**config.mk**
```make
export PLATFORM = sky130hd
export DESIGN_NAME = tx_retransmit_radio_ctrl
export DESIGN_NICKNAME = d
export VERILOG_FILES = /design/src/hdl/radio_ctrl_pkg.sv /design/src/hdl/tx_retransmit_radio_ctrl.sv
export VERILOG_INCLUDE_DIRS = /design/src /design/src/hdl
export SDC_FILE = /design/constraint.sdc
export NUM_CORES = 1
export LEC_CHECK = 0
export BUFFER_PORTS_ARGS = -buffer_cell sky130_fd_sc_hd__buf_2
export CAP_MARGIN = 40
export CORE_ASPECT_RATIO = 0.75
export CORE_MARGIN = 3
export CORE_UTILIZATION = 30
export DETAILED_ROUTE_END_ITERATION = 10
export GPL_TIMING_DRIVEN = 1
export PLACE_DENSITY_LB_ADDON = 0.3
export SYNTH_ARGS = -nofsm -noshare
export SYNTH_HDL_FRONTEND = slang
export SYNTH_SLANG_ARGS = --single-unit
export TNS_END_PERCENT = 30
```
**constraint.sdc**
```tcl
create_clock -name aclk -period 3.7 [get_ports aclk]
set_input_delay 0.185 -clock aclk [delete_from_list [all_inputs] [get_ports aclk]]
set_output_delay 0.185 -clock aclk [all_outputs]
set_load 0.01 [all_outputs]
```
**src/hdl/radio_ctrl_defines.svh**
```systemverilog
// Constants for the retransmission and radio control block.
// Assumes a 200 MHz aclk and AXI4-Lite word access (byte address = 4 x index).
`ifndef RADIO_CTRL_DEFINES_SVH
`define RADIO_CTRL_DEFINES_SVH
// Register indices (byte address is four times the index)
`define IDX_PORT0_SRC     14'h009B
`define IDX_DATA_RATE     14'h220B
`define IDX_RETRY_COUNT   14'h220C
`define IDX_RETRY_ACK     14'h220D
`define IDX_TX_RAMP       14'h221A
`define IDX_TX_POWER      14'h221B
`define IDX_MONITOR       14'h2253
`define IDX_INT_CTRL      14'h225D
`define IDX_CHAN_FREQ     14'h2276
`define IDX_MODEM_CTRL    14'h2280
`define IDX_MODEM_STATUS  14'h2281
`define IDX_PORT1_SRC     14'h2282
// Reset values
`define RST_PORT0_SRC     8'h00
`define RST_DATA_RATE     8'h04
`define RST_RETRY_COUNT   8'h10
`define RST_RETRY_ACK     8'hCA
`define RST_TX_RAMP       8'h00
`define RST_TX_POWER      8'h17
`define RST_MONITOR       8'h14
`define RST_INT_CTRL      8'h00
`define RST_CHAN_FREQ     8'h33
`define RST_PORT1_SRC     8'h00
// Write masks for fields with read-only zero bits
`define MASK_TX_POWER     8'h1F
`define MASK_CHAN_FREQ    8'h7F
// Field positions
`define F_IRQ_SEL         4
`define F_ACK_IND         7
`define F_ACK_EN          4
`define F_MODEM_ON        0
`define F_CAL_START       1
`define F_SW_P0           5
`define F_SWN_P0          4
`define F_SW_P1           1
`define F_SWN_P1          0
// Monitor code that routes the switch pair to the port pins
`define MON_SWITCH_CODE   8'h99
// Ack wait unit and clock rate
`define ACK_UNIT_US       128
`define CLK_MHZ           200
// AXI responses
`define RESP_OKAY         2'h0
`define RESP_SLVERR       2'h2
`endif

```
**src/hdl/radio_ctrl_pkg.sv**
```systemverilog
// Types shared by the retransmission and radio control block.
// Assumes nothing beyond a SystemVerilog compiler.
package radio_ctrl_pkg;
	// Modem state machine states
	typedef enum logic [2:0] {
		ST_IDLE,
		ST_RX_CAL,
		ST_PLL_SETTLE,
		ST_TX_PKT,
		ST_ACK_WAIT,
		ST_RX_WAIT,
		ST_RX_PKT
	} state_t;
endpackage

```
**src/hdl/tx_retransmit_radio_ctrl.sv**
```systemverilog
// Modem control: automatic retransmission, channel and power registers,
// transmit/receive switch routing, and the first modem states.
// Assumes MAC and radio datapath strobes come from logic on aclk.
`timescale 1ns/1ps
`default_nettype none
`include "radio_ctrl_defines.svh"

// Notes on behaviour
// - No-ack frames resend in burst, receiver off
// - Ack mode waits for ack, resends same frame
// - Ack or retry limit ends retransmission immediately
// - Retry field zero: single send; N: N retries
// - Interrupt select: every send or last only
// - Ack mode needs indication and enable both set
// - Ack wait is field times 128 us
// - Configuration registers keep contents through power-down
// - Channel field gives 2394 MHz plus value
// - Power field 5 bits, resets 0x17, upper zero
// - Switch output high while transmitting
// - Switch pair shareable on port 1 bits 7,6
// - Port 0 source select maps pins to baseband
// - Monitor code 0x99 routes pair to port 0
// - Reset enters idle, no operation there
// - Transmit only with frame ready, else receive
// - Calibration start enters RX cal, returns idle
// - Transmit end returns to PLL settle, interrupt
// - Receive end returns to RX wait, interrupt
module tx_retransmit_radio_ctrl
	import radio_ctrl_pkg::*;
#(
	parameter int ACK_UNIT_CYC = `ACK_UNIT_US * `CLK_MHZ
) (
	input  wire logic        aclk,
	input  wire logic        aresetn,
	input  wire logic [15:0] s_axi_awaddr,
	input  wire logic        s_axi_awvalid,
	output logic             s_axi_awready,
	input  wire logic [31:0] s_axi_wdata,
	input  wire logic [3:0]  s_axi_wstrb,
	input  wire logic        s_axi_wvalid,
	output logic             s_axi_wready,
	output logic [1:0]       s_axi_bresp,
	output logic             s_axi_bvalid,
	input  wire logic        s_axi_bready,
	input  wire logic [15:0] s_axi_araddr,
	input  wire logic        s_axi_arvalid,
	output logic             s_axi_arready,
	output logic [31:0]      s_axi_rdata,
	output logic [1:0]       s_axi_rresp,
	output logic             s_axi_rvalid,
	input  wire logic        s_axi_rready,
	input  wire logic        tx_frame_ready,
	input  wire logic        tx_ack_req,
	input  wire logic        phy_tx_done,
	input  wire logic        rx_ack_rcvd,
	input  wire logic        rx_pkt_detect,
	input  wire logic        rx_pkt_end,
	input  wire logic        pll_locked,
	input  wire logic        cal_done,
	output logic             tx_start,
	output logic             tx_frame_done,
	output logic             rx_enable,
	output logic             cal_active,
	output logic             tx_end_irq,
	output logic             rx_end_irq,
	output logic [6:0]       channel_offset_mhz,
	output logic [4:0]       tx_power_select,
	output logic [2:0]       data_rate_select,
	output logic             tr_switch_out,
	output logic             tr_switch_out_n,
	output logic [7:0]       port0_bb_en,
	output logic [7:0]       port0_bb_out,
	output logic [1:0]       port1_bb_en,
	output logic [1:0]       port1_bb_out
);
	// Configuration registers; only aresetn clears them, apart from the self-clearing calibration start bit, so they survive power-down
	logic [7:0]  port0_src_ff, data_rate_ff, retry_cnt_cfg_ff, retry_ack_ff;
	logic [7:0]  tx_ramp_ff, tx_power_ff, monitor_ff, int_ctrl_ff;
	logic [7:0]  chan_freq_ff, modem_ctrl_ff, port1_src_ff;
	state_t      state_ff, nxt_state;      // Modem state
	logic [3:0]  retry_cnt_ff;             // Resends done for this frame
	logic [31:0] unit_cnt_ff;              // Cycles inside one 128 us unit
	logic [3:0]  unit_tally_ff;            // Whole units elapsed in ack wait
	logic        aw_go, ar_go;             // Requests taken this cycle; handshake next cycle
	logic [13:0] wr_idx, rd_idx;
	logic        wr_hit;                   // Write address decoded
	logic [7:0]  rd_val;
	logic        rd_hit;
	logic        ack_mode, retries_left, ack_timeout, sw_route;

	// Ack mode needs both indication and enable, plus the frame's request
	assign ack_mode = retry_ack_ff[`F_ACK_IND] & retry_ack_ff[`F_ACK_EN] & tx_ack_req;
	assign retries_left = (retry_cnt_ff < retry_cnt_cfg_ff[3:0]);
	// Wait of N units; N of zero expires at once
	assign ack_timeout = (unit_tally_ff >= retry_ack_ff[3:0]);

	// Write handshake: address and data taken together, one at a time
	assign aw_go  = s_axi_awvalid & s_axi_wvalid & ~s_axi_bvalid & ~s_axi_awready;
	assign ar_go  = s_axi_arvalid & ~s_axi_rvalid & ~s_axi_arready;
	assign wr_idx = s_axi_awaddr[15:2];
	assign rd_idx = s_axi_araddr[15:2];

	// Write address decode
	always_comb begin
		case (wr_idx)
			`IDX_PORT0_SRC, `IDX_DATA_RATE, `IDX_RETRY_COUNT, `IDX_RETRY_ACK,
			`IDX_TX_RAMP, `IDX_TX_POWER, `IDX_MONITOR, `IDX_INT_CTRL,
			`IDX_CHAN_FREQ, `IDX_MODEM_CTRL, `IDX_MODEM_STATUS,
			`IDX_PORT1_SRC: wr_hit = 1'b1;
			default:        wr_hit = 1'b0;
		endcase
	end

	// Read mux; status shows live state and retry count
	always_comb begin
		rd_hit = 1'b1;
		case (rd_idx)
			`IDX_PORT0_SRC:    rd_val = port0_src_ff;
			`IDX_DATA_RATE:    rd_val = data_rate_ff;
			`IDX_RETRY_COUNT:  rd_val = retry_cnt_cfg_ff;
			`IDX_RETRY_ACK:    rd_val = retry_ack_ff;
			`IDX_TX_RAMP:      rd_val = tx_ramp_ff;
			`IDX_TX_POWER:     rd_val = tx_power_ff;
			`IDX_MONITOR:      rd_val = monitor_ff;
			`IDX_INT_CTRL:     rd_val = int_ctrl_ff;
			`IDX_CHAN_FREQ:    rd_val = chan_freq_ff;
			`IDX_MODEM_CTRL:   rd_val = modem_ctrl_ff;
			`IDX_MODEM_STATUS: rd_val = {1'b0, state_ff, retry_cnt_ff};
			`IDX_PORT1_SRC:    rd_val = port1_src_ff;
			default: begin
				rd_val = 8'h00;
				rd_hit = 1'b0;
			end
		endcase
	end

	// Bus channel flops; unmapped addresses answer SLVERR
	always_ff @(posedge aclk) begin
		if (!aresetn) begin
			s_axi_awready <= 1'b0;
			s_axi_wready  <= 1'b0;
			s_axi_bvalid  <= 1'b0;
			s_axi_bresp   <= `RESP_OKAY;
			s_axi_arready <= 1'b0;
			s_axi_rvalid  <= 1'b0;
			s_axi_rresp   <= `RESP_OKAY;
			s_axi_rdata   <= 32'h0000_0000;
		end else begin
			s_axi_awready <= aw_go;
			s_axi_wready  <= aw_go;
			// Response waits for the ready edge, so it never leads the handshake
			if (s_axi_awready) begin
				s_axi_bvalid <= 1'b1;
				s_axi_bresp  <= wr_hit ? `RESP_OKAY : `RESP_SLVERR;
			end else if (s_axi_bready) begin
				s_axi_bvalid <= 1'b0;
			end
			s_axi_arready <= ar_go;
			// Read data follows the address handshake by one cycle
			if (s_axi_arready) begin
				s_axi_rvalid <= 1'b1;
				s_axi_rdata  <= {24'h00_0000, rd_val};
				s_axi_rresp  <= rd_hit ? `RESP_OKAY : `RESP_SLVERR;
			end else if (s_axi_rready) begin
				s_axi_rvalid <= 1'b0;
			end
		end
	end

	// Register writes, low byte lane only; calibration start self-clears
	always_ff @(posedge aclk) begin
		if (!aresetn) begin
			port0_src_ff     <= `RST_PORT0_SRC;
			data_rate_ff     <= `RST_DATA_RATE;
			retry_cnt_cfg_ff <= `RST_RETRY_COUNT;
			retry_ack_ff     <= `RST_RETRY_ACK;
			tx_ramp_ff       <= `RST_TX_RAMP;
			tx_power_ff      <= `RST_TX_POWER;
			monitor_ff       <= `RST_MONITOR;
			int_ctrl_ff      <= `RST_INT_CTRL;
			chan_freq_ff     <= `RST_CHAN_FREQ;
			modem_ctrl_ff    <= 8'h00;
			port1_src_ff     <= `RST_PORT1_SRC;
		end else begin
			// Start bit is a command: dropped once the FSM has taken it
			if (state_ff == ST_RX_CAL)
				modem_ctrl_ff[`F_CAL_START] <= 1'b0;
			if (aw_go && s_axi_wstrb[0]) begin
				case (wr_idx)
					`IDX_PORT0_SRC:   port0_src_ff     <= s_axi_wdata[7:0];
					`IDX_DATA_RATE:   data_rate_ff     <= s_axi_wdata[7:0];
					`IDX_RETRY_COUNT: retry_cnt_cfg_ff <= s_axi_wdata[7:0];
					`IDX_RETRY_ACK:   retry_ack_ff     <= s_axi_wdata[7:0];
					`IDX_TX_RAMP:     tx_ramp_ff       <= s_axi_wdata[7:0];
					`IDX_TX_POWER:    tx_power_ff <= s_axi_wdata[7:0] & `MASK_TX_POWER;
					`IDX_MONITOR:     monitor_ff       <= s_axi_wdata[7:0];
					`IDX_INT_CTRL:    int_ctrl_ff      <= s_axi_wdata[7:0];
					// Non 5N+1 values are accepted as written; software keeps to the grid
					`IDX_CHAN_FREQ:   chan_freq_ff <= s_axi_wdata[7:0] & `MASK_CHAN_FREQ;
					`IDX_MODEM_CTRL:  modem_ctrl_ff    <= s_axi_wdata[7:0];
					`IDX_PORT1_SRC:   port1_src_ff     <= s_axi_wdata[7:0];
					default:          ;
				endcase
			end
		end
	end

	// Modem state machine next state
	always_comb begin
		nxt_state = state_ff;
		case (state_ff)
			ST_IDLE: begin
				// Idle does nothing until software asks                       
				if (modem_ctrl_ff[`F_CAL_START])
					nxt_state = ST_RX_CAL;
				else if (modem_ctrl_ff[`F_MODEM_ON])
					nxt_state = ST_PLL_SETTLE;
			end
			ST_RX_CAL: begin
				if (cal_done)
					nxt_state = ST_IDLE;
			end
			ST_PLL_SETTLE: begin
				if (!modem_ctrl_ff[`F_MODEM_ON])
					nxt_state = ST_IDLE;
				else if (pll_locked)
					nxt_state = tx_frame_ready ? ST_TX_PKT : ST_RX_WAIT;
			end
			ST_TX_PKT: begin
				if (phy_tx_done) begin
					if (ack_mode)
						nxt_state = ST_ACK_WAIT;
					else if (!retries_left)
						nxt_state = ST_PLL_SETTLE;
				end
			end
			ST_ACK_WAIT: begin
				if (rx_ack_rcvd)
					nxt_state = ST_PLL_SETTLE;
				else if (ack_timeout)
					nxt_state = retries_left ? ST_TX_PKT : ST_PLL_SETTLE;
			end
			ST_RX_WAIT: begin
				if (!modem_ctrl_ff[`F_MODEM_ON])
					nxt_state = ST_IDLE;
				else if (tx_frame_ready)
					nxt_state = ST_PLL_SETTLE;
				else if (rx_pkt_detect)
					nxt_state = ST_RX_PKT;
			end
			ST_RX_PKT: begin
				if (rx_pkt_end)
					nxt_state = ST_RX_WAIT;
			end
			default: nxt_state = ST_IDLE;
		endcase
	end

	// State register; reset lands in idle
	always_ff @(posedge aclk) begin
		if (!aresetn)
			state_ff <= ST_IDLE;
		else
			state_ff <= nxt_state;
	end

	// Retry counter: cleared on a new frame, bumped per automatic resend
	always_ff @(posedge aclk) begin
		if (!aresetn)
			retry_cnt_ff <= 4'h0;
		else if (state_ff == ST_PLL_SETTLE)
			retry_cnt_ff <= 4'h0;
		else if (state_ff == ST_TX_PKT && phy_tx_done && !ack_mode && retries_left)
			retry_cnt_ff <= retry_cnt_ff + 4'h1;
		else if (state_ff == ST_ACK_WAIT && !rx_ack_rcvd && ack_timeout && retries_left)
			retry_cnt_ff <= retry_cnt_ff + 4'h1;
	end

	// Ack wait timer: restarts whenever the FSM is not waiting, so each send end in ack mode starts it
	always_ff @(posedge aclk) begin
		if (!aresetn || state_ff != ST_ACK_WAIT) begin
			unit_cnt_ff   <= 32'h0000_0000;
			unit_tally_ff <= 4'h0;
		end else if (unit_cnt_ff == 32'(ACK_UNIT_CYC - 1)) begin
			unit_cnt_ff   <= 32'h0000_0000;
			unit_tally_ff <= unit_tally_ff + 4'h1;
		end else begin
			unit_cnt_ff <= unit_cnt_ff + 32'h0000_0001;
		end
	end

	// Datapath strobes and interrupts, all registered
	always_ff @(posedge aclk) begin
		if (!aresetn) begin
			tx_start      <= 1'b0;
			tx_frame_done <= 1'b0;
			tx_end_irq    <= 1'b0;
			rx_end_irq    <= 1'b0;
		end else begin
			// Start fires on every entry into the transmit state, first send or resend
			tx_start      <= (nxt_state == ST_TX_PKT) &&
			                 (state_ff != ST_TX_PKT || phy_tx_done);
			tx_frame_done <= (state_ff != ST_PLL_SETTLE) && (nxt_state == ST_PLL_SETTLE) &&
			                 (state_ff == ST_TX_PKT || state_ff == ST_ACK_WAIT);
			// Last-only mode holds the interrupt until the frame is finished;
			// in ack mode the last send is only known when the wait ends
			tx_end_irq    <= ((state_ff == ST_TX_PKT) && phy_tx_done &&
			                  (retry_cnt_cfg_ff[`F_IRQ_SEL] ||
			                   (!ack_mode && !retries_left))) ||
			                 ((state_ff == ST_ACK_WAIT) && (nxt_state == ST_PLL_SETTLE) &&
			                  !retry_cnt_cfg_ff[`F_IRQ_SEL]);
			rx_end_irq    <= (state_ff == ST_RX_PKT) && rx_pkt_end;
		end
	end

	// Radio enables and the switch pair; receiver stays off through burst sends
	always_ff @(posedge aclk) begin
		if (!aresetn) begin
			rx_enable       <= 1'b0;
			cal_active      <= 1'b0;
			tr_switch_out   <= 1'b0;
			tr_switch_out_n <= 1'b1;
		end else begin
			rx_enable       <= (state_ff == ST_RX_WAIT) || (state_ff == ST_RX_PKT) ||
			                   (state_ff == ST_ACK_WAIT);
			cal_active      <= (state_ff == ST_RX_CAL);
			tr_switch_out   <= (state_ff == ST_TX_PKT);
			tr_switch_out_n <= (state_ff != ST_TX_PKT);
		end
	end

	// Monitor code gates the switch pair onto the port pins
	assign sw_route = (monitor_ff == `MON_SWITCH_CODE);

	// Pin routing; both ports drive the pair only when selected and routed
	always_ff @(posedge aclk) begin
		if (!aresetn) begin
			port0_bb_en  <= 8'h00;
			port0_bb_out <= 8'h00;
			port1_bb_en  <= 2'h0;
			port1_bb_out <= 2'h0;
		end else begin
			port0_bb_en  <= port0_src_ff;
			port0_bb_out <= 8'h00;
			// Same timing as tr_switch_out, so pins and switch agree while the monitor code routes the pair
			port0_bb_out[`F_SW_P0]  <= sw_route & (state_ff == ST_TX_PKT);
			port0_bb_out[`F_SWN_P0] <= sw_route & (state_ff != ST_TX_PKT);
			port1_bb_en  <= port1_src_ff[7:6];
			port1_bb_out[`F_SW_P1]  <= sw_route & (state_ff == ST_TX_PKT);
			port1_bb_out[`F_SWN_P1] <= sw_route & (state_ff != ST_TX_PKT);
		end
	end

	// Configuration fields to the radio
	assign channel_offset_mhz = chan_freq_ff[6:0];
	assign tx_power_select    = tx_power_ff[4:0];
	assign data_rate_select   = data_rate_ff[2:0];

	a_burst_no_rx: assert property (@(posedge aclk) disable iff (!aresetn)
		(state_ff == ST_TX_PKT) |=> !rx_enable)
		else $error("receiver enabled during transmit");
	a_ack_resend: assert property (@(posedge aclk) disable iff (!aresetn)
		(state_ff == ST_TX_PKT && phy_tx_done && ack_mode) |=> (state_ff == ST_ACK_WAIT))
		else $error("ack wait not entered");
	a_ack_stops: assert property (@(posedge aclk) disable iff (!aresetn)
		(state_ff == ST_ACK_WAIT && rx_ack_rcvd) |=> (state_ff == ST_PLL_SETTLE) ##0 tx_frame_done)
		else $error("ack did not end retransmission");
	a_timeout_send: assert property (@(posedge aclk) disable iff (!aresetn)
		(state_ff == ST_ACK_WAIT && !rx_ack_rcvd && ack_timeout && retries_left)
		|=> (state_ff == ST_TX_PKT) && tx_start && (retry_cnt_ff == $past(retry_cnt_ff) + 4'h1))
		else $error("timeout did not resend");
	a_idle_reset: assert property (@(posedge aclk)
		$rose(aresetn) |-> (state_ff == ST_IDLE))
		else $error("not idle after reset");
	a_cal_return: assert property (@(posedge aclk) disable iff (!aresetn)
		(state_ff == ST_RX_CAL && cal_done) |=> (state_ff == ST_IDLE) ##1 !cal_active)
		else $error("calibration did not return to idle");
	a_switch_tx: assert property (@(posedge aclk) disable iff (!aresetn)
		(state_ff == ST_TX_PKT) |=> tr_switch_out)
		else $error("switch low while transmitting");
	a_switch_inv: assert property (@(posedge aclk) disable iff (!aresetn)
		tr_switch_out_n == !tr_switch_out)
		else $error("switch pair not complementary");
	a_rx_end: assert property (@(posedge aclk) disable iff (!aresetn)
		(state_ff == ST_RX_PKT && rx_pkt_end) |=> rx_end_irq && (state_ff == ST_RX_WAIT))
		else $error("receive end not signalled");
	a_power_top: assert property (@(posedge aclk) disable iff (!aresetn)
		tx_power_ff[7:5] == 3'h0)
		else $error("power upper bits set");
	a_last_irq: assert property (@(posedge aclk) disable iff (!aresetn)
		(state_ff == ST_TX_PKT && phy_tx_done && !retry_cnt_cfg_ff[`F_IRQ_SEL] && retries_left)
		|=> !tx_end_irq)
		else $error("interrupt before last send");
	a_tx_done_pll: assert property (@(posedge aclk) disable iff (!aresetn)
		(state_ff == ST_TX_PKT && phy_tx_done && !ack_mode && !retries_left)
		|=> (state_ff == ST_PLL_SETTLE) && tx_end_irq)
		else $error("transmit end mishandled");
endmodule
`default_nettype wire

```
==> impl_metrics.py, run 1 <==
metrics = {
    "outcome": {
        "outcome": "complete, no violations",
    },
    "pwr": {
        "ir_drop_mv": 0.3201,
        "p_leak_uw": 0.003662,
        "powerDensity_nw_per_um2": 401.3,
        "switching_share_pct": 23.45,
        "clkPwrFrac_pct": 49.1,
        "p_int_uw": 2898,
        "pwr-share-seq_pct": 45.9,
        "switching_power_uw": 887.8,
        "p_comb_share_pct": 4.9,
        "finalPower_uw": 3786,
    },
    "floorplanning": {
        "dieArea_um2": 29270,
        "coreArea_um2": 26350,
        "io_pins": 167,
        "die_x_um": 196.6,
        "dieHeight_um": 148.9,
        "num_rows": 51,
        "start_util_pct": 31.00,
    },
    "setup_path": {
        "end_kind": "register",
        "worstSetupStartpointType": "register",
        "crit_slowest_cell": "or2_2",
        "required_ps": 4000,
        "cp.arrival_ps": 2760,
        "crit_chain": "ha_1 > and4_1 > nand3_1 > nor3_1 > or2_2 > nor2_1",
        "criticalPathCategory": "reg2reg",
        "crit_fanout": 30,
        "critPathMaxStageDelay_ps": 610,
    },
    "logic_synthesis": {
        "synth.area.mux_share_pct": 10.34,
        "async_flop_share_pct": 0,
        "ys_types": 81,
        "yosys.area_share.xor_xnor_pct": 3.645,
        "yosys_warnings": 0,
        "synth.avg_cell_area_um2": 9.119,
        "synth_cells": 896,
        "synth-compound-area-share_pct": 9.495,
        "ys_ff_latch": 161,
        "syn-cell-area_um2": 8170,
        "synth_top_family_by_area": "simple AND/OR/NAND/NOR gates",
        "synthSimpleGateAreaFrac_pct": 28.82,
        "synthFlopType": "dfxtp_1",
        "seq_area_frac_synth_pct": 39.45,
        "synth_edf_count": 0,
        "synthAdderAreaFrac_pct": 1.531,
    },
    "global_routing": {
        "grt_pass1_vias": 6123,
        "grt_usage_pct": 16.08,
        "grt_max_degree": 65,
        "grt_pass1_wl_um": 36380,
        "overflow": 0,
        "antenna_found_initial": 0,
    },
    "route": {
        "vias": 6685,
        "ant_nets": 0,
        "routed_via_density": 5.034,
        "drt-pass1-iter-count": 5,
        "wl_um": 24080,
        "avgRoutedWirePerCell_um": 18.13,
        "post-route-drc-count": 0,
        "dr.first_iter.drc_count": 671,
    },
    "cells_and_area": {
        "seq_area_um2": 3223,
        "areaGrowthSynthToFinish_pct": 15.45,
        "fin_cells": 1328,
        "multi_input_area_um2": 4518,
        "design_area_um2": 9433,
        "fillCellCount": 2719,
        "drive_gt1_share_pct": 17.38,
        "nNetsFinal": 1064,
        "diodes": 0,
    },
    "placement": {
        "gp_congestion": 0.9171,
        "portBuffers": 103,
        "hpwlAfterDp_um": 17570,
        "dpl-instance-area_um2": 8811,
        "dpl.cell_count": 1295,
    },
    "timing": {
        "setup_tns_ps": 0,
        "maxSlewHeadroom_pct": 36.06,
        "setup_viol": 0,
        "period_needed_ps": 2465,
        "fin_crit_sh_pct": 66.62,
        "whs_ps": 57.01,
        "fmax_ghz": 0.4057,
        "worstMarginPinSlew_ps": 950.4,
        "drv_slew": 0,
        "hold_viol": 0,
        "fin_skew_ps": 8.203,
        "rsz0062_at_grt": "false",
    },
    "clock_network": {
        "clock_sinks": 161,
        "htree_num_levels": 4,
        "clockBufferDepth": 2,
        "cts_root_buffer": "clkbuf_16",
        "clk_latency_ps": 430,
        "cts_tree": "done",
        "cts_setup_buffers": 0,
        "clk_pin_slew_ps": 60,
        "cts_made_buffers": 17,
    },
    "min_path": {
        "hp-class": "in2reg",
    },
    "run": {
        "maxCapViolations": 0,
    },
}
[what timing repair did]
| action | in CTS | in global routing |
|---|---|---|
| gates resized for setup | 0 | 0 |
| endpoints found under the hold margin | 1 | 0 |
| hold buffers | 1 | 0 |
[flip-flops by register name (all words and copies together), names as in the netlist, 2 cells and up]
signal / cells
s_axi_rdata: 8
port0_src_ff: 8
unit_cnt_ff: 32
int_ctrl_ff: 8
port1_src_ff: 8
retry_ack_ff: 8
tx_ramp_ff: 8
tx_power_ff: 5
port0_bb_en: 8
state_ff: 3
port1_bb_en: 2
port1_bb_out: 2
data_rate_ff: 8
unit_tally_ff: 4
modem_ctrl_ff: 8
retry_cnt_ff: 4
chan_freq_ff: 7
monitor_ff: 8
retry_cnt_cfg_ff: 8
[power groups by stage]
stage	Combinational, uW	Sequential (uW)	Clock [uW]
floorplan	131	1780	0
global placement	180	1780	0
detailed placement	180	1780	0
CTS	182	1740	1910
global route	199	1740	1970
finish	186	1740	1860
[layer usage]
metal | GRT usage [%] | vias up | share of wire, %
met4 | 3.669 | 0 | 0.83
li1 | - | 3259 | -
met5 | 0 | - | 0
met1 | 25.51 | 3149 | 52
met3 | 4.380 | 13 | 9.0
met2 | 21.03 | 264 | 38
[cell families (layout without fill, tap and decap cells)]
| family | count (synthesis) | in the layout |
|---|---|---|
| and+or+nand+nor | 402 | 402 |
| DFF | 161 | 161 |
| AOI/OAI and AO/OA | 102 | 102 |
| buffers and inverters | 102 | 159 |
| muxes | 84 | 84 |
| xor gates and xnor gates | 34 | 34 |
| adders and majority gates | 10 | 10 |
| other | 1 | 32 |
[cell usage after synthesis (3+ instances only)]
cell type,number,share of area (%)
a21boi_0,9,0.83
a21oi_1,6,0.37
a22o_1,9,0.96
a22oi_1,8,0.74
a31oi_1,4,0.31
a32o_1,4,0.49
a32oi_1,11,1.2
and2_1,19,1.5
and3_1,20,1.5
and3b_1,3,0.32
and4_1,7,0.75
buf_2,10,0.61
buf_4,38,3.5
clkbuf_1,37,1.7
dfxtp_1,161,39
ha_1,10,1.5
inv_1,14,0.64
mux2_2,3,0.41
mux2i_1,81,9.9
nand2_1,76,3.5
nand2b_1,8,0.61
nand3_1,36,2.2
nand3b_1,5,0.46
nand4_1,14,1.1
nand4b_1,3,0.32
nor2_1,66,3.0
nor2b_1,71,5.4
nor3_1,11,0.67
nor3_2,3,0.37
nor3b_1,8,0.74
nor4_1,8,0.61
nor4_2,3,0.46
nor4_4,3,0.78
nor4b_1,5,0.54
nor4bb_1,4,0.49
o211ai_1,3,0.28
o21ai_0,15,0.92
o21ai_1,6,0.37
or3_1,5,0.38
or4bb_1,3,0.41
xnor2_1,11,1.2
xor2_1,23,2.5
[critical path, delay by kind of cell, from the launching register on]
family                   cells  cell delay, ps
AND/OR/NAND/NOR              5            1760
flip-flops                   1             350
adder cells (fa/ha/maj)      1             210
[area by class of cell]
| type | count | share of cell area, % |
|---|---|---|
| repair buffers | 113 | 6.327 |
| flip-flops and latches | 161 | 34.17 |
| multi-input cells | 664 | 47.90 |
| clock inverters | 11 | 1.605 |
| inverters | 14 | 0.5571 |
| well taps | 344 | 4.563 |
| clock buffers | 21 | 4.881 |
[worst paths after layout]
check	slack (ps)	to	startpoint	cells past startpoint
min reg2reg	440	s_axi_rdata[5]	s_axi_rdata[5]	2
max reg2reg	1240	unit_cnt_ff[3]	unit_cnt_ff[0]	6
max	1240	unit_cnt_ff[3]	unit_cnt_ff[0]	6
min	60	s_axi_bvalid	s_axi_bready	3
[through the flow]
stage	setup WS [ps]	utilization [%]
2_1_floorplan	1742	-
3_3_place_gp	1299	33.39
3_5_place_dp	1269	33.43
4_1_cts	1254	35.79
5_1_grt	1012	35.79
6_report	1235	35.79
[cells in the final DEF, fill, tap and decap left out, types with 7 or more instances in the layout]
cell / n
dfxtp_1: 161
buf_2: 103
mux2i_1: 81
nand2_1: 76
nor2b_1: 71
nor2_1: 66
nand3_1: 36
conb_1: 32
xor2_1: 23
and3_1: 20
and2_1: 19
clkbuf_16: 17
o21ai_0: 15
inv_1: 14
nand4_1: 14
nor3_1: 11
xnor2_1: 11
a32oi_1: 11
ha_1: 10
a21boi_0: 9
a22o_1: 9
nand2b_1: 8
nor3b_1: 8
nor4_1: 8
a22oi_1: 8
buf_4: 8
and4_1: 7
(Power assumes the default switching activity.)
==> run 2: changes to the inputs <==
==> constraint.sdc (replaced) <==
create_clock -name aclk -period 2.2 [get_ports aclk]
set_input_delay 0.11 -clock aclk [delete_from_list [all_inputs] [get_ports aclk]]
set_output_delay 0.11 -clock aclk [all_outputs]
set_load 0.01 [all_outputs]
==> run 2 against run 1 <==
Global-route usage increased by 0.11 points. Combinational power grew 78%. Setup slack worse by 1100 ps. Critical path depth up 1. Flip-flop and latch count is the same. First-iteration DRC count fell by 22%. Power increased by 65%. Register-to-register slack got worse by 1100 ps. Sequential power increased by 68%. Fmax up 20%. Clock power is 61% higher. Hold slack worse by 30 ps. Highest routed layer unchanged.
==> impl_metrics.py, run 2 (synthesis gave the netlist of run 1 again) <==
metrics = {
    "cells_and_area": {
        "seq_area_um2": 3223,
        "design_area_um2": 9789,
        "diodes": 0,
        "fillCellCount": 2700,
        "max_flop_register": "unit_cnt_ff",
        "layout_common_cells": "dfxtp_1 (161), buf_2 (103), mux2i_1 (81)",
        "drive_gt1_share_pct": 20.53,
        "nNetsFinal": 1108,
        "fin_cells": 1372,
        "multi_input_area_um2": 4519,
        "areaGrowthSynthToFinish_pct": 19.82,
        "largest_reg_flops": 32,
        "final_common_cell": "dfxtp_1",
    },
    "route": {
        "dr.first_iter.drc_count": 524,
        "vias": 6829,
        "ant_nets": 0,
        "drt-pass1-iter-count": 6,
        "avgRoutedWirePerCell_um": 17.42,
        "post-route-drc-count": 0,
        "wl_um": 23900,
        "routed_via_density": 4.977,
    },
    "clock_network": {
        "htree_num_levels": 4,
        "cts_root_buffer": "clkbuf_16",
        "cts_setup_buffers": 0,
        "clockBufferDepth": 2,
        "cts_made_buffers": 17,
        "clk_pin_slew_ps": 70,
        "clock_sinks": 161,
        "cts_tree": "done",
        "clk_latency_ps": 430,
    },
    "timing": {
        "fmax_ghz": 0.4860,
        "drv_slew": 0,
        "rsz0062_at_grt": "false",
        "setup_viol": 0,
        "period_needed_ps": 2057,
        "worstMarginPinSlew_ps": 765.6,
        "fin_crit_sh_pct": 93.52,
        "maxSlewHeadroom_pct": 47.64,
        "fin_skew_ps": 9.041,
        "hold_viol": 0,
    },
    "floorplanning": {
        "io_pins": 167,
        "start_util_pct": 31.00,
        "coreArea_um2": 26350,
        "die_x_um": 196.6,
        "num_rows": 51,
        "dieHeight_um": 148.9,
        "dieArea_um2": 29270,
    },
    "setup_path": {
        "end_kind": "register",
        "ff2ff_setup_slack_ps": 140,
        "crit_buf_inv": 0,
        "cp.arrival_ps": 2370,
        "criticalPathCategory": "reg2reg",
        "crit_chain": "ha_1 > nand2b_1 > a2111o_1 > nand3_1 > a22oi_2 > nand4_1 > mux2_2",
        "worstSetupStartpointType": "register",
        "crit_fanout": 5,
        "required_ps": 2510,
        "critPathMaxStageDelay_ps": 440,
        "cp_top_family": "compound AO/OA/AOI/OAI gates",
        "crit_slowest_cell": "a2111o_1",
    },
    "placement": {
        "portBuffers": 103,
        "dpl.cell_count": 1334,
        "dpl-instance-area_um2": 9138,
        "hpwlAfterDp_um": 17890,
        "gp_congestion": 0.9177,
    },
    "global_routing": {
        "grt_max_degree": 59,
        "antenna_found_initial": 0,
        "grt_pass1_wl_um": 36870,
        "overflow": 0,
        "grt_usage_pct": 16.19,
        "grt_pass1_vias": 6315,
    },
    "pwr": {
        "ir_drop_mv": 0.5358,
        "powerDensity_nw_per_um2": 638.5,
        "p_leak_uw": 0.003893,
    },
    "min_path": {
        "hp-class": "in2reg",
    },
    "run": {
        "maxCapViolations": 0,
    },
    "outcome": {
        "outcome": "complete, no violations",
    },
}
-- run 2: cell types whose count changed in the layout (fill, tap and decap cells not counted), sizes merged --
cell / change
buf: +39
bufinv: -1
clkinv: +3
clkinvlp: -1
dlygate4sd3: +5
inv: -1
-- run 2: timing repair --
item,in CTS,in global routing
endpoints found under the hold margin,5,0
hold buffers,6,0
gates resized for setup,0,2
setup endpoints to repair,0,4
-- run 2: per-layer routing --
metal | up-vias | share of wire [%] | wire (um) | track usage [%]
met5 | - | 0 | 0 | 0
met4 | 0 | 1.0 | 250 | 3.990
met3 | 18 | 7.4 | 1776 | 4.064
met2 | 228 | 37 | 8931 | 20.80
met1 | 3226 | 54 | 12940 | 26.08
li1 | 3357 | - | - | -
-- run 2: area by class of cell --
type / instances / area share [%]
clock buffers: 21 / 4.703
clock inverters: 11 / 1.329
inverters: 14 / 0.5368
multi-input cells: 664 / 46.17
flip-flops and latches: 161 / 32.92
well taps: 344 / 4.397
repair buffers: 157 / 9.944
-- run 2: worst register-to-register path, stage by stage (launching register included) --
cell and delay [ps]:
dfxtp_1 390, ha_1 240, nand2b_1 160, a2111o_1 440, nand3_1 140, a22oi_2 110, nand4_1 120, mux2_2 330
-- run 2: path summary, 6_finish.rpt --
check,start,endpoint,cells after the start
worst min-delay path,aresetn,s_axi_rvalid,2
worst min register to register,s_axi_rdata[0],s_axi_rdata[0],2
worst max register to register,retry_ack_ff[0],retry_cnt_ff[3],7
worst max-delay path,retry_ack_ff[0],retry_cnt_ff[3],7
-- run 2: where the power goes --
group | internal [uW] | leakage, uW | switching (uW)
Combinational | 118 | 0.00231 | 214
Clock | 1740 | 0.000282 | 1250
Sequential | 2920 | 0.00130 | 5.73
-- run 2: metrics by stage --
step	utilization (%)	hold WS, ps	total power, uW	setup TNS (ps)	setup slack [ps]
after floorplan	-	265.8	3214	0	241.8
after global placement	34.67	354.4	3309	-25.53	-25.53
after detailed placement	34.67	362.8	3309	-71.93	-71.93
after CTS	37.14	3.199	6333	0	68.01
after global routing	37.15	21.64	6479	0	36.66
final	37.15	27.39	6251	0	142.6
